**src/hw/sipo_regs.svh**
```systemverilog
// width, buffer depth and reset values for the serial-in parallel-out latch
`ifndef SIPO_REGS_SVH
`define SIPO_REGS_SVH
`define SIPO_WIDTH 8
`define SIPO_SHIFT_RST 8'h00
`define SIPO_STORE_RST 8'h00
`define SIPO_BUF_DEPTH 2
`endif

```
**src/hw/sipo_pkg.sv**
```systemverilog
// types shared by the serial-in parallel-out latch
`include "sipo_regs.svh"
package sipo_pkg;
    typedef logic [`SIPO_WIDTH-1:0] sipo_word_t;
endpackage

```
**src/hw/sipo_buf.sv**
```systemverilog
// two-entry valid/ready buffer for stored words
`timescale 1ns/100ps
module sipo_buf
    import sipo_pkg::*;
#(
    parameter int WIDTH = 8
)
(
    input wire logic mclk,
    input wire logic srst,
    input wire logic in_valid,
    output logic in_ready,
    input wire logic [WIDTH-1:0] in_data,
    output logic out_valid,
    input wire logic out_ready,
    output logic [WIDTH-1:0] out_data
);
    logic [WIDTH-1:0] mem_q [0:1];
    logic wr_q;
    logic rd_q;
    logic [1:0] cnt_q;
    logic push;
    logic pop;

    assign in_ready = (cnt_q != 2'h2);
    assign out_valid = (cnt_q != 2'h0);
    assign out_data = mem_q[rd_q];
    assign push = in_valid && in_ready;
    assign pop = out_valid && out_ready;

    always_ff @(posedge mclk)
    begin
        if (push)
        begin
            mem_q[wr_q] <= in_data;
        end
    end

    always_ff @(posedge mclk)
    begin
        if (srst)
        begin
            wr_q <= 1'b0;
            rd_q <= 1'b0;
            cnt_q <= 2'h0;
        end
        else
        begin
            if (push)
            begin
                wr_q <= ~wr_q;
            end
            if (pop)
            begin
                rd_q <= ~rd_q;
            end
            if (push && !pop)
            begin
                cnt_q <= cnt_q + 2'h1;
            end
            else if (pop && !push)
            begin
                cnt_q <= cnt_q - 2'h1;
            end
        end
    end
endmodule // sipo_buf

```
**src/hw/sipo_latch.sv**
```systemverilog
// serial-in parallel-out shift register with storage register and enables
// Notes on behaviour
// - eight-stage shift feeding eight-bit storage register
// - separate shift and storage clocks, rising edges
// - enable low drives outputs, high floats them
// - low clear zeroes shift register, overrides shifting
// - shift edge takes serial input, stages advance
// - storage edge loads all stages in parallel, unless clear is low
// - coinciding edges store pre-shift contents
// - tied clocks give storage one pulse lag
// - last stage drives cascade serial output
`timescale 1ns/100ps
`include "sipo_regs.svh"
module sipo_latch
    import sipo_pkg::*;
#(
    parameter int WIDTH = `SIPO_WIDTH
)
(
    input wire logic mclk,
    input wire logic srst,
    input wire logic serial_in,
    input wire logic shift_clk,
    input wire logic shift_clear_n,
    input wire logic store_clk,
    input wire logic out_enable_n,
    output logic [WIDTH-1:0] parallel_out,
    output logic [WIDTH-1:0] parallel_oe,
    output logic cascade_out,
    output logic word_valid,
    input wire logic word_ready,
    output logic [WIDTH-1:0] word_data
);
    // three-stage synchronisers; change counts when stages two and three agree
    logic [2:0] ser_s_q;
    logic [2:0] sclk_s_q;
    logic [2:0] clr_s_q;
    logic [2:0] stclk_s_q;
    logic [2:0] oe_s_q;
    logic ser_q;
    logic sclk_q;
    logic clr_n_q;
    logic stclk_q;
    logic oe_n_q;
    logic [WIDTH-1:0] shift_q;
    logic [WIDTH-1:0] store_q;
    logic shift_rise;
    logic store_rise;
    logic store_push;

    function automatic logic filt(input logic [2:0] s, input logic prev);
        filt = (s[1] == s[2]) ? s[2] : prev;
    endfunction

    // serial data lags the clock path one cycle, giving hold margin
    always_ff @(posedge mclk)
    begin
        if (srst)
        begin
            ser_s_q <= 3'h0;
            ser_q <= 1'b0;
        end
        else
        begin
            ser_s_q <= {ser_s_q[1:0], serial_in};
            ser_q <= filt(ser_s_q, ser_q);
        end
    end

    // shift clock pin; idles low so reset gives no false edge
    always_ff @(posedge mclk)
    begin
        if (srst)
        begin
            sclk_s_q <= 3'h0;
            sclk_q <= 1'b0;
        end
        else
        begin
            sclk_s_q <= {sclk_s_q[1:0], shift_clk};
            sclk_q <= filt(sclk_s_q, sclk_q);
        end
    end

    // clear pin; idles high so reset gives no false clear
    always_ff @(posedge mclk)
    begin
        if (srst)
        begin
            clr_s_q <= 3'h7;
            clr_n_q <= 1'b1;
        end
        else
        begin
            clr_s_q <= {clr_s_q[1:0], shift_clear_n};
            clr_n_q <= filt(clr_s_q, clr_n_q);
        end
    end

    // storage clock pin
    always_ff @(posedge mclk)
    begin
        if (srst)
        begin
            stclk_s_q <= 3'h0;
            stclk_q <= 1'b0;
        end
        else
        begin
            stclk_s_q <= {stclk_s_q[1:0], store_clk};
            stclk_q <= filt(stclk_s_q, stclk_q);
        end
    end

    // enable pin; idles high so outputs float after reset
    always_ff @(posedge mclk)
    begin
        if (srst)
        begin
            oe_s_q <= 3'h7;
            oe_n_q <= 1'b1;
        end
        else
        begin
            oe_s_q <= {oe_s_q[1:0], out_enable_n};
            oe_n_q <= filt(oe_s_q, oe_n_q);
        end
    end

    assign shift_rise = !sclk_q && filt(sclk_s_q, sclk_q);
    assign store_rise = !stclk_q && filt(stclk_s_q, stclk_q);

    always_ff @(posedge mclk)
    begin
        if (srst)
        begin
            shift_q <= `SIPO_SHIFT_RST;
        end
        else if (!clr_n_q)
        begin
            shift_q <= `SIPO_SHIFT_RST;
        end
        else if (shift_rise)
        begin
            shift_q <= {shift_q[WIDTH-2:0], ser_q};
        end
    end

    assign store_push = store_rise && clr_n_q;

    always_ff @(posedge mclk)
    begin
        if (srst)
        begin
            store_q <= `SIPO_STORE_RST;
        end
        // old shift value seen on shared edge
        else if (store_push)
        begin
            store_q <= shift_q;
        end
    end

    always_ff @(posedge mclk)
    begin
        if (srst)
        begin
            parallel_out <= `SIPO_STORE_RST;
        end
        else
        begin
            // same edge as store_q, so pins never lag storage
            parallel_out <= store_push ? shift_q : store_q;
        end
    end

    always_ff @(posedge mclk)
    begin
        if (srst)
        begin
            parallel_oe <= '0;
        end
        else
        begin
            parallel_oe <= {WIDTH{!oe_n_q}};
        end
    end

    always_ff @(posedge mclk)
    begin
        if (srst)
        begin
            cascade_out <= 1'b0;
        end
        else
        begin
            cascade_out <= shift_q[WIDTH-1];
        end
    end

    // words stored while full are dropped; the pins still update
    sipo_buf #(
        .WIDTH(WIDTH)
    ) u_buf (
        .mclk(mclk),
        .srst(srst),
        .in_valid(store_push),
        .in_ready(),
        .in_data(shift_q),
        .out_valid(word_valid),
        .out_ready(word_ready),
        .out_data(word_data)
    );
endmodule // sipo_latch

```
**config.mk**
```make
export PLATFORM = sky130hd
export DESIGN_NAME = sipo_latch
export DESIGN_NICKNAME = d
export VERILOG_FILES = /design/src/hw/sipo_pkg.sv /design/src/hw/sipo_buf.sv /design/src/hw/sipo_latch.sv
export VERILOG_INCLUDE_DIRS = /design/src /design/src/hw
export SDC_FILE = /design/constraint.sdc
export NUM_CORES = 1
export LEC_CHECK = 0
export BUFFER_PORTS_ARGS = -buffer_cell sky130_fd_sc_hd__buf_2
export CAP_MARGIN = 30
export CORE_ASPECT_RATIO = 1.5
export CORE_MARGIN = 2
export CORE_UTILIZATION = 49
export DETAILED_ROUTE_END_ITERATION = 7
export PLACE_DENSITY_LB_ADDON = 0.15
export SETUP_SLACK_MARGIN = 0.5
export SYNTH_ARGS = -nofsm -noshare
export SYNTH_HDL_FRONTEND = slang
export SYNTH_SLANG_ARGS = --single-unit
```
**constraint.sdc**
```tcl
create_clock -name mclk -period 1.5 [get_ports mclk]
set_input_delay 0.3 -clock mclk [delete_from_list [all_inputs] [get_ports mclk]]
set_output_delay 0.3 -clock mclk [all_outputs]
set_load 0.03 [all_outputs]
```
## Word level (Yosys, flattened, before mapping)

Memories as Yosys holds them, arrays and structs flattened. A register that Yosys moved wholly into a read port is not among the register bits.
Index checks and enable logic that the tools add are counted.

- Bits in registers: 42
- Bits in writable memories: 16
- Output and inout bits: 26
- Input bits: 8
- Memories kept: 1
- Logic and storage cells: 52

Memories:

| name | depth | width | read ports | clocked after Yosys merged registers in | write ports | line | text |
|---|---|---|---|---|---|---|---|
| u_buf.mem_q | 2 | 8 | 1 | 1 | 1 | sipo_buf.sv:18 | `logic [WIDTH-1:0] mem_q [0:1];` |

- Multiplexer cells: 8
- Equality and inequality tests: 6
- Reduce and logical (&&, ||, !) cells: 15
- Bitwise operators: 3
- Add/subtract/negate cells: 2

Operator list:

| cell | number |
|---|---|
| $logic_and A1 B1 Y1 | 7 |
| $mux W1 | 6 |
| $eq A1 B1 Y1 | 5 |
| $logic_not A1 Y1 | 5 |
| $mux W2 | 2 |
| $reduce_bool A2 Y1 | 2 |
| $not A1 Y1 | 3 |
| $add A2 B1 Y2 const B | 1 |
| $ne A2 B2 Y1 const B | 1 |
| $reduce_or A2 Y1 | 1 |
| $sub A2 B1 Y2 const B | 1 |

## Longest topological paths before layout

Gate-level depths: netlist (run 1).

- Depth after elaboration: 9
- Gate-level depth with buffers: 6

## Hierarchy

Synthesis (run 1) repeated with hierarchy kept, for this count alone.

- Cells, all modules: 177
- Area, all modules: 2,183.3 µm²

Modules (own cells, without submodules):

| module | cells each | area each (µm²) | sequential area each (µm²) | instances |
|---|---|---|---|---|
| sipo_latch | 128 | 1,385.1 | 760.7 | 1 |
| sipo_buf | 49 | 798.3 | 580.6 | 1 |

## Worst setup path before layout (run 1)

Ideal clock, no wire load.

- Path type: flip-flop to flip-flop
- Start point: register clr_n_q
- End point: memory u_buf.mem_q[0][0], enable pin
- Buffers on the path: 0
- Slack: -0.074 ns
- Cell stages (with the launch flop): 4
- Arrival: 1.200 ns
- Required time: 1.127 ns
- Period minus slack after synthesis: 1.574 ns
- Path through: dfxtp_1 -> nand4b_4 -> a21oi_4 -> nor2b_1

- Cells in the longest elaborated chain, start to end: 4

Ends and longest elaborated chain:

| element | line | text |
|---|---|---|
| start: declaration | sipo_latch.sv:42 | `logic clr_n_q;` |
| start signal: assignment | sipo_latch.sv:96 | `clr_n_q <= filt(clr_s_q, clr_n_q);` |
| $logic_and A1 B1 Y1 | sipo_latch.sv:149 | `assign store_push = store_rise && clr_n_q;` |
| $logic_and A1 B1 Y1 | sipo_buf.sv:28 | `assign push = in_valid && in_ready;` |
| via u_buf.push | sipo_buf.sv:22 | `logic push;` |
| $mux W1 | sipo_buf.sv:33 | `if (push)` |
| $mux W1 (implied by the code) | sipo_buf.sv:35 | `mem_q[wr_q] <= in_data;` |
| end: declaration | sipo_buf.sv:18 |  |

The timed path passes the listed nets, and every way through them passes these cells.

==> results of run 1 <==
repair_timing:
action | CTS | global route
setup buffers | 11 | 2
pin swaps | 13 | 9
resized for setup | 83 | 22
setup endpoints to repair | 63 | 62
worst paths after layout:
check	start	to	slack, ns
min	out_enable_n	oe_s_q[0]	0.16
max	flop	word_data[2]	0.002
max reg2reg	stclk_q	u_buf.cnt_q[1]	0.07
min reg2reg	oe_s_q[0]	oe_s_q[1]	0.41
worst max-delay path, delay by kind of cell (launching register included):
kind	cells	cell delay, ns
flip-flops	1	0.43
multiplexers	1	0.32
buffers and inverters	1	0.14
flip-flops by register name, indices dropped and copies added (netlist names), named ones only:
signal	count
parallel_out	8
oe_n_q	1
ser_q	1
oe_s_q	3
shift_q	8
parallel_oe	1
clr_s_q	3
u_buf.rd_q	1
sclk_s_q	3
cascade_out	1
u_buf.wr_q	1
clr_n_q	1
u_buf.cnt_q	2
stclk_s_q	3
u_buf.mem_q	16
ser_s_q	3
stclk_q	1
sclk_q	1
synth_stat cells:
| cell | instances | share of area |
|---|---|---|
| a21oi_1 | 14 | 0.034 |
| a21oi_4 | 1 | 0.0078 |
| and2_1 | 1 | 0.0030 |
| and4b_1 | 1 | 0.0048 |
| buf_1 | 1 | 0.0018 |
| buf_2 | 4 | 0.0096 |
| buf_4 | 7 | 0.025 |
| clkbuf_1 | 3 | 0.0054 |
| dfxtp_1 | 43 | 0.41 |
| edfxtp_1 | 16 | 0.23 |
| ha_1 | 1 | 0.0060 |
| inv_1 | 1 | 0.0018 |
| mux2_1 | 8 | 0.043 |
| mux2_4 | 1 | 0.0072 |
| mux2i_1 | 8 | 0.038 |
| nand2_1 | 19 | 0.034 |
| nand2b_1 | 1 | 0.0030 |
| nand3b_1 | 1 | 0.0036 |
| nand4b_4 | 1 | 0.011 |
| nor2_1 | 15 | 0.027 |
| nor2b_1 | 12 | 0.036 |
| o21ai_0 | 4 | 0.0096 |
| o21ai_1 | 1 | 0.0024 |
| o21bai_1 | 2 | 0.0072 |
| or2_1 | 7 | 0.021 |
| or3_1 | 1 | 0.0030 |
| xor2_1 | 3 | 0.013 |
layout by cell type, fill, tap and decap left out, types with 2 or more instances in the layout:
| master | netlist | final |
|---|---|---|
| dfxtp_2 | 0 | 11 |
| dfxtp_4 | 0 | 7 |
| a21oi_1 | 14 | 6 |
| nor2b_1 | 12 | 11 |
| clkbuf_8 | 0 | 11 |
| nor2_1 | 15 | 15 |
| buf_6 | 0 | 35 |
| nand2_1 | 19 | 12 |
| o21bai_1 | 2 | 2 |
| mux2_4 | 1 | 9 |
| nand2_2 | 0 | 7 |
| buf_2 | 4 | 7 |
| mux2i_1 | 8 | 8 |
| xor2_2 | 0 | 2 |
| or2_1 | 7 | 7 |
| clkbuf_1 | 3 | 2 |
| o21ai_0 | 4 | 3 |
| buf_4 | 7 | 8 |
| edfxtp_1 | 16 | 16 |
| a21oi_2 | 0 | 8 |
| dfxtp_1 | 43 | 25 |
metal layers:
metal	GRT usage	vias up
met5	0	-
met4	0.0571	0
met3	0.0605	4
met2	0.313	19
met1	0.160	638
li1	-	672
stage by stage:
stage | total power [uW] | area (sq um)
after floorplan | 1960 | 2150
after global placement | 2010 | 2310
after detailed placement | 2020 | 2310
after CTS | 3250 | 2790
after global routing | 3380 | 2880
final | 3250 | 2880
layout make-up:
type	count	area share
sequential	59	0.480
multi-input combinational	102	0.273
timing repair buffer	50	0.170
clock buffer	13	0.0553
tap	46	0.0200
inverter	1	0.00131
power groups by stage:
stage | combinational (uW) | sequential (uW) | clock, uW
after global placement | 260 | 1750 | 0
after detailed placement | 269 | 1750 | 0
final | 381 | 1710 | 1160
after floorplan | 240 | 1720 | 0
after CTS | 349 | 1720 | 1190
after global routing | 406 | 1720 | 1260
logic make-up (layout without fill, tap and decap cells):
group | Yosys count | count (layout)
muxes | 17 | 17
AOI/OAI and AO/OA | 22 | 22
and+or+nand+nor | 59 | 59
adders and majority gates | 1 | 1
xor gates and xnor gates | 3 | 3
DFF | 59 | 59
buffers and inverters | 16 | 64
==> flow_summary.yaml, run 1 <==
timing:
  worst_slew_margin_rel: 0.788
  clock.fmax_mhz: 667
  rsz0062_at_grt: "true"
  post-route-min-period_ns: 1.50
  postLayoutSetupSlackWorst_ns: 0.00155
  hold_violations: 0
  finalHoldWorstSlack_ns: 0.163
  min_period_over_period: 0.999
  drv_slew: 0
  tightest_slew_ns: 0.319
  tns_ns: 0
  setup_viol: 0
  finClkSkew_ns: 0.00914
worst_setup_path:
  worstPathCellList: "mux2_4 -> buf_6"
  cpPeakStageDelay_ns: 0.43
  required_ns: 1.20
  cpMaxStageDelayCell: "dfxtp_4"
  crit_type: "reg -> out"
  crit_path_max_fanout: 8
  cp-end-kind: "primary output"
  r2r_cells: 5
  cp.arrival_ns: 1.20
  crit_path_start_kind: "flop"
worst_hold_path:
  hold_class: "in -> reg"
  worstHoldPathCells: 2
die:
  rows: 29
  pin_count: 34
  dieArea_sq_um: 4810
  core_sq_um: 4170
  initial_core_util: 0.501
  die_w_microns: 57.3
  die_height_microns: 84.0
power:
  vdd_drop_max_mv: 0.948
  seqPwrFrac: 0.527
  p_per_area_nw_per_um2: 1130
  p_switching_uw: 721
  sw_frac_of_total: 0.222
  pwr-share-comb: 0.117
  p_clk_frac: 0.356
  leakagePower_uw: 0.00115
  internal-power_uw: 2530
synth:
  syn_nets: 186
  ys_seq_area_frac: 0.642
  synthMuxAreaShare: 0.0886
  synth_top_family_by_area: "simple AND/OR/NAND/NOR gates"
  synthXorXnorAreaFrac: 0.0126
  synth_compound_area_frac: 0.0605
  ys_types: 27
  yosysWarningCount: 0
  synth-simple-area-share: 0.147
  synth_area_sq_um: 2090
  synth_seq_cells: 59
  synthCells: 177
  synthAdderAreaFrac: 0.00599
  avgSynthCellArea_sq_um: 11.8
cells_and_area:
  n_antenna_cell: 0
  multi_input_area_sq_um: 785
  drive_gt1_frac: 0.502
  regArea_sq_um: 1380
  nets: 232
  fin_util: 0.689
  syn_to_final_growth_pct: 37.6
  fillers: 318
  fin_cells: 271
drt:
  wl_met2_mm: 2.13
  drt_iter0_drc: 21
  drt-met1-wl_mm: 1.38
  vias_per_cell: 4.92
  routed.top_layer: "met4"
  wl_mm: 3.66
  vias: 1333
  drc: 0
  wl_per_cell_microns: 13.5
  route.met3.wl_microns: 103
  drt_first_pass_iters: 4
  detail-route-antenna-nets: 0
placement:
  dp_slack_ns: -0.00724
  dp_hpwl_mm: 2.39
  place_congestion: 0.679
  port_buffers: 33
  numPlacedInstances: 245
grt:
  grt_max_degree: 22
  antenna_found_initial: 0
  overflow: 0
  gr-usage-all-layers: 0.167
  grt_pass1_wl_mm: 6.09
  first_global_vias: 1427
clocking:
  clock_path_buffers: 2
  cts_sinks: 59
  clkLatencyLatePin_ns: 0.31
  clock-root-buffer: "clkbuf_8"
  cts_tree: "done"
  cts_buffers: 9
  clkTransAtPathRegs_ns: 0.06
  cts_max_level: 3
  hold_buffers: 0
flow_run:
  cap_violations: 0
status:
  status: "finished clean"
(Power assumes the default switching activity.)
==> run 2: changes to the inputs <==
--- a/config.mk
+++ b/config.mk
@@ -6,6 +6,7 @@
 export SDC_FILE = /design/constraint.sdc
 export NUM_CORES = 1
 export LEC_CHECK = 0
+export ABC_AREA = 1
 export BUFFER_PORTS_ARGS = -buffer_cell sky130_fd_sc_hd__buf_2
 export CAP_MARGIN = 30
 export CORE_ASPECT_RATIO = 1.5
==> run 2 against run 1 <==
Compared with the run above: the run now ends with negative setup slack left; synthesized cell count is 19% higher; combinational power is 28% lower; setup slack worse by 0.035 ns; global-route usage is 0.58 points higher; worst hold slack worse by 0.013 ns; register-to-register slack better by 0.05 ns; first-iteration DRC count is 43% higher; final cell count is 15% higher.
==> flow_summary.yaml, run 2 <==
status:
  status: "complete, but fails checks"
  violations: "negative setup slack"
synth:
  synth_top_cell_by_area: "dfxtp_1"
  synthCells: 211
  ys_types: 20
  yosys.area.top_type_share: 0.407
  ys_seq_area_frac: 0.634
  synth_area_sq_um: 2120
  synth_edf_count: 16
  avgSynthCellArea_sq_um: 10.0
  synth_most_common_cell: "nor2_1"
  yosysWarningCount: 0
  synthFlopType: "dfxtp_1"
  synth_seq_cells: 59
  syn_nets: 220
  yosys-top-cells-count: "48 x nor2_1, 43 x dfxtp_1, 23 x inv_1"
  synth_area_leaders: "dfxtp_1 41%, edfxtp_1 23%, nor2_1 8.5%"
  async_reset_ff_frac: 0
die:
  die_height_microns: 84.5
  initial_core_util: 0.503
  rows: 29
  die_w_microns: 57.7
  core_sq_um: 4210
  pin_count: 34
  dieArea_sq_um: 4870
clocking:
  cts_sinks: 59
  clkTransAtPathRegs_ns: 0.07
  hold_buffers: 0
  cts_buffers: 9
  clkLatencyLatePin_ns: 0.33
  clock-root-buffer: "clkbuf_8"
  cts_tree: "done"
  cts_max_level: 3
  clock_path_buffers: 2
cells_and_area:
  fin_util: 0.717
  drive_gt1_frac: 0.502
  nets: 271
  fillers: 310
  n_antenna_cell: 0
  layout_common_cells: "47 x nor2_1, 35 x buf_6, 26 x dfxtp_1"
  regMostFlops: "u_buf.mem_q"
  final_common_cell: "nor2_1"
  design_area_sq_um: 3020
  reg_top3: "u_buf.mem_q: 16 flops, parallel_out: 8 flops, shift_q: 8 flops"
  largest_reg_flops: 16
  syn_to_final_growth_pct: 42.6
  fin_cells: 313
timing:
  post-route-min-period_ns: 1.53
  min_period_over_period: 1.02
  tightest_slew_ns: 0.627
  clock.fmax_mhz: 652
  worst_slew_margin_rel: 0.581
  setup_viol: 8
  finClkSkew_ns: 0.0101
  drv_slew: 0
  rsz0062_at_grt: "true"
  hold_violations: 0
  postLayoutSetupSlackWorst_ns: -0.0336
drt:
  drt_iter0_drc: 30
  wl_per_cell_microns: 12.6
  vias_per_cell: 4.80
  detail-route-antenna-nets: 0
  drc: 0
  vias: 1501
  wl_mm: 3.93
  drt_first_pass_iters: 4
grt:
  overflow: 0
  grt_pass1_wl_mm: 6.24
  antenna_found_initial: 0
  gr-usage-all-layers: 0.172
  first_global_vias: 1446
  grt_max_degree: 15
power:
  pwr-share-comb: 0.079
  internal-power_uw: 2720
  p_per_area_nw_per_um2: 1150
  p_clk_frac: 0.433
  leakagePower_uw: 0.00123
  sw_frac_of_total: 0.218
  p_switching_uw: 759
  seqPwrFrac: 0.489
  vdd_drop_max_mv: 1.52
worst_setup_path:
  worstPathCellList: "mux2_4 -> buf_6"
  required_ns: 1.20
  cp-end-kind: "primary output"
  path_delay_family: "flip-flops"
  cp.arrival_ns: 1.23
  crit_path_start_kind: "flop"
  crit_path_max_fanout: 8
  cpPeakStageDelay_ns: 0.44
  crit_type: "reg -> out"
  path_buf_inv: 1
  cpMaxStageDelayCell: "dfxtp_4"
placement:
  place_congestion: 0.717
  numPlacedInstances: 282
  port_buffers: 33
  postPlaceCellArea_sq_um: 2340
  dp_hpwl_mm: 2.37
flow_run:
  cap_violations: 0
worst_hold_path:
  hold_class: "in -> reg"
==> run 2: cells by family after synthesis <==
family	count (synthesis)	synth area share
buf+inv	36	0.0798
compound gates	29	0.0709
flops	59	0.634
mux	8	0.0426
fa+ha+maj	1	0.00591
simple gates	78	0.167
==> run 2: metal layers <==
layer	part of all wire	GRT usage	wire, microns
met5	0	0	0
met3	0.045	0.0663	177
met2	0.53	0.294	2080
met1	0.41	0.185	1600
met4	0.020	0.0761	78
==> run 2: layout make-up <==
type                       instances  area [sq um]  area share
sequential                        59          1370       0.453
inverter                          25           114      0.0377
tap                               46          57.6      0.0191
clock buffer                      10           128      0.0423
clock inverter                     6          80.1      0.0265
timing repair buffer              51           504       0.167
multi-input combinational        116           768       0.254
==> run 2: repair_timing <==
| action | in CTS | in global routing |
|---|---|---|
| cloned | 0 | 0 |
| pin swaps | 7 | 12 |
| endpoints found under the setup margin | 48 | 61 |
| resized for setup | 81 | 47 |
| setup buffers | 10 | 5 |
==> run 2: final timing paths <==
| check | to | from | depth (start not counted) | slack, ns |
|---|---|---|---|---|
| setup / recovery | word_data[2] | flop | 2 | -0.03 |
| hold reg to reg | parallel_oe[0] | oe_n_q | 1 | 0.40 |
| hold / removal | oe_s_q[0] | out_enable_n | 2 | 0.15 |
| setup reg to reg | u_buf.cnt_q[1] | clr_n_q | 10 | 0.12 |
==> run 2: metrics by stage <==
step	hold WS, ns	setup WS (ns)	power (uW)	TNS (ns)
after global placement	0.384	0.206	1920	0
after floorplan	0.370	0.251	1880	0
after global routing	0.142	-0.0624	3600	-0.481
final	0.150	-0.0336	3470	-0.227
after detailed placement	0.394	0.183	1920	0
after CTS	0.139	-0.0488	3460	-0.344
==> run 2: power groups by stage <==
stage          registers [uW]  clock network (uW)  logic [uW]
2_1_floorplan            1720                   0         165
3_3_place_gp             1730                   0         190
3_5_place_dp             1730                   0         192
4_1_cts                  1690                1530         230
5_1_grt                  1700                1600         295
6_report                 1700                1500         274
==> run 3: changes to the inputs <==
--- a/config.mk
+++ b/config.mk
@@ -11,7 +11,7 @@
 export CAP_MARGIN = 30
 export CORE_ASPECT_RATIO = 1.5
 export CORE_MARGIN = 2
-export CORE_UTILIZATION = 49
+export CORE_UTILIZATION = 54
 export DETAILED_ROUTE_END_ITERATION = 7
 export PLACE_DENSITY_LB_ADDON = 0.15
 export SETUP_SLACK_MARGIN = 0.5
==> constraint.sdc (replaced) <==
create_clock -name mclk -period 1.7 [get_ports mclk]
set_input_delay 0.34 -clock mclk [delete_from_list [all_inputs] [get_ports mclk]]
set_output_delay 0.34 -clock mclk [all_outputs]
set_load 0.03 [all_outputs]
==> run 3 against run 2 <==
Compared with the run above: the run now ends clean; critical path depth stayed put; worst hold slack better by 0.042 ns; total power is 10% lower; final cell count is 2.6% lower; sequential share of layout area is 1.6 points higher; non-clock buffer count is 5 lower; clock skew is 0.0060 ns lower; combinational power is 5% lower; sequential cell count stayed put; via count is 1.3% higher; critical path type unchanged; critical endpoint is now word_data[4]; largest power group unchanged.
==> flow_summary.yaml, run 3 (synthesized netlist as in run 2, its figures left out) <==
status:
  status: "finished clean"
clocking:
  cts_tree: "done"
  clock_path_buffers: 2
  clkTransAtPathRegs_ns: 0.06
  clkLatencyLatePin_ns: 0.33
  clock-root-buffer: "clkbuf_8"
  cts_sinks: 59
  cts_max_level: 3
  cts_buffers: 9
drt:
  wl_per_cell_microns: 13.3
  drt_iter0_drc: 22
  vias_per_cell: 4.99
  wl_mm: 4.06
  vias: 1521
  drc: 0
  drt_first_pass_iters: 4
  detail-route-antenna-nets: 0
timing:
  clock.fmax_mhz: 640
  tightest_slew_ns: 0.478
  tns_ns: 0
  hold_violations: 0
  worst_slew_margin_rel: 0.681
  post-route-min-period_ns: 1.56
  setup_viol: 0
  finClkSkew_ns: 0.00406
  rsz0062_at_grt: "true"
  min_period_over_period: 0.920
  postLayoutSetupSlackWorst_ns: 0.137
  drv_slew: 0
cells_and_area:
  largest_reg_flops: 16
  drive_gt1_frac: 0.431
  nets: 266
  final_common_cell: "nor2_1"
  reg_top3: "u_buf.mem_q: 16 flops, parallel_out: 8 flops, shift_q: 8 flops"
  syn_to_final_growth_pct: 36.8
  layout_common_cells: "45 x nor2_1, 35 x dfxtp_1, 25 x buf_6"
  regMostFlops: "u_buf.mem_q"
  n_antenna_cell: 0
grt:
  gr-usage-all-layers: 0.210
  grt_pass1_wl_mm: 6.31
  grt_max_degree: 22
  antenna_found_initial: 0
  first_global_vias: 1465
  overflow: 0
die:
  die_height_microns: 80.7
  pin_count: 34
  rows: 27
  core_sq_um: 3720
  initial_core_util: 0.570
  dieArea_sq_um: 4450
  die_w_microns: 55.1
placement:
  dp_slack_ns: 0.236
  port_buffers: 33
  dp_hpwl_mm: 2.38
  place_congestion: 0.717
power:
  leakagePower_uw: 0.00119
  p_total_uw: 3120
  p_per_area_nw_per_um2: 1080
  vdd_drop_max_mv: 1.12
worst_setup_path:
  path_buf_inv: 1
  crit_path_max_fanout: 8
  worstPathCellList: "mux2_4 -> buf_6"
  cpPeakStageDelay_ns: 0.43
  cp.arrival_ns: 1.22
  required_ns: 1.36
  crit_type: "reg -> out"
  crit_path_start_kind: "flop"
  path_delay_family: "flip-flops"
  cp-end-kind: "primary output"
  cpMaxStageDelayCell: "dfxtp_4"
flow_run:
  cap_violations: 0
worst_hold_path:
  hold_class: "in -> reg"
==> run 3: layer usage <==
metal / share of wire / track usage / wire [microns]
met1: 0.38 / 0.197 / 1530
met2: 0.55 / 0.365 / 2240
met3: 0.038 / 0.0632 / 155
met4: 0.033 / 0.141 / 136
met5: 0 / 0 / 0
==> run 3: worst reg2reg max path, cell delays in order, from the launching register on <==
cell	delay, ns
dfxtp_2	0.35
inv_2	0.05
nor2_4	0.10
nand3_4	0.09
inv_2	0.07
ha_4	0.20
inv_4	0.06
nand3_4	0.08
nand2_2	0.07
nand2_2	0.06
nor2_4	0.11
==> run 3: path summary, 6_finish.rpt <==
kind         cells after the start  slack, ns          from        endpoint
min                              2       0.19  out_enable_n       oe_s_q[0]
min reg2reg                      1       0.40        oe_n_q  parallel_oe[0]
max                              2       0.14          flop    word_data[4]
max reg2reg                     10       0.39       clr_n_q  u_buf.cnt_q[1]
==> run 3: cell type report <==
class | instances | area, sq um
multi-input cells | 116 | 742
clock inverters | 6 | 78.8
clock buffers | 10 | 138
fillers | 239 | 820
well taps | 43 | 53.8
inverters | 25 | 106
flip-flops and latches | 59 | 1360
repair buffers | 46 | 419
==> run 3: repair_timing <==
item | 4_1_cts | 5_1_grt
buffers inserted | 10 | 1
hold buffers | 0 | 0
pin swaps | 7 | 8
setup endpoints to repair | 35 | 38
resized for setup | 69 | 21
==> run 3: power by group <==
| part | total (uW) | leakage, uW | internal, uW | switching (uW) |
|---|---|---|---|---|
| clock | 1360 | 0.000113 | 851 | 509 |
| sequential | 1500 | 0.000479 | 1470 | 31.9 |
| combinational | 261 | 0.000597 | 122 | 139 |
==> run 3: per-stage QoR <==
stage | utilization | cell area (sq um) | hold WS, ns | instances
finish | 0.779 | 2900 | 0.192 | 305
global route | 0.779 | 2900 | 0.182 | 305
CTS | 0.757 | 2810 | 0.177 | 304
global placement | 0.621 | 2310 | 0.389 | 278
detailed placement | 0.621 | 2310 | 0.394 | 278
floorplan | - | 2150 | 0.377 | 211
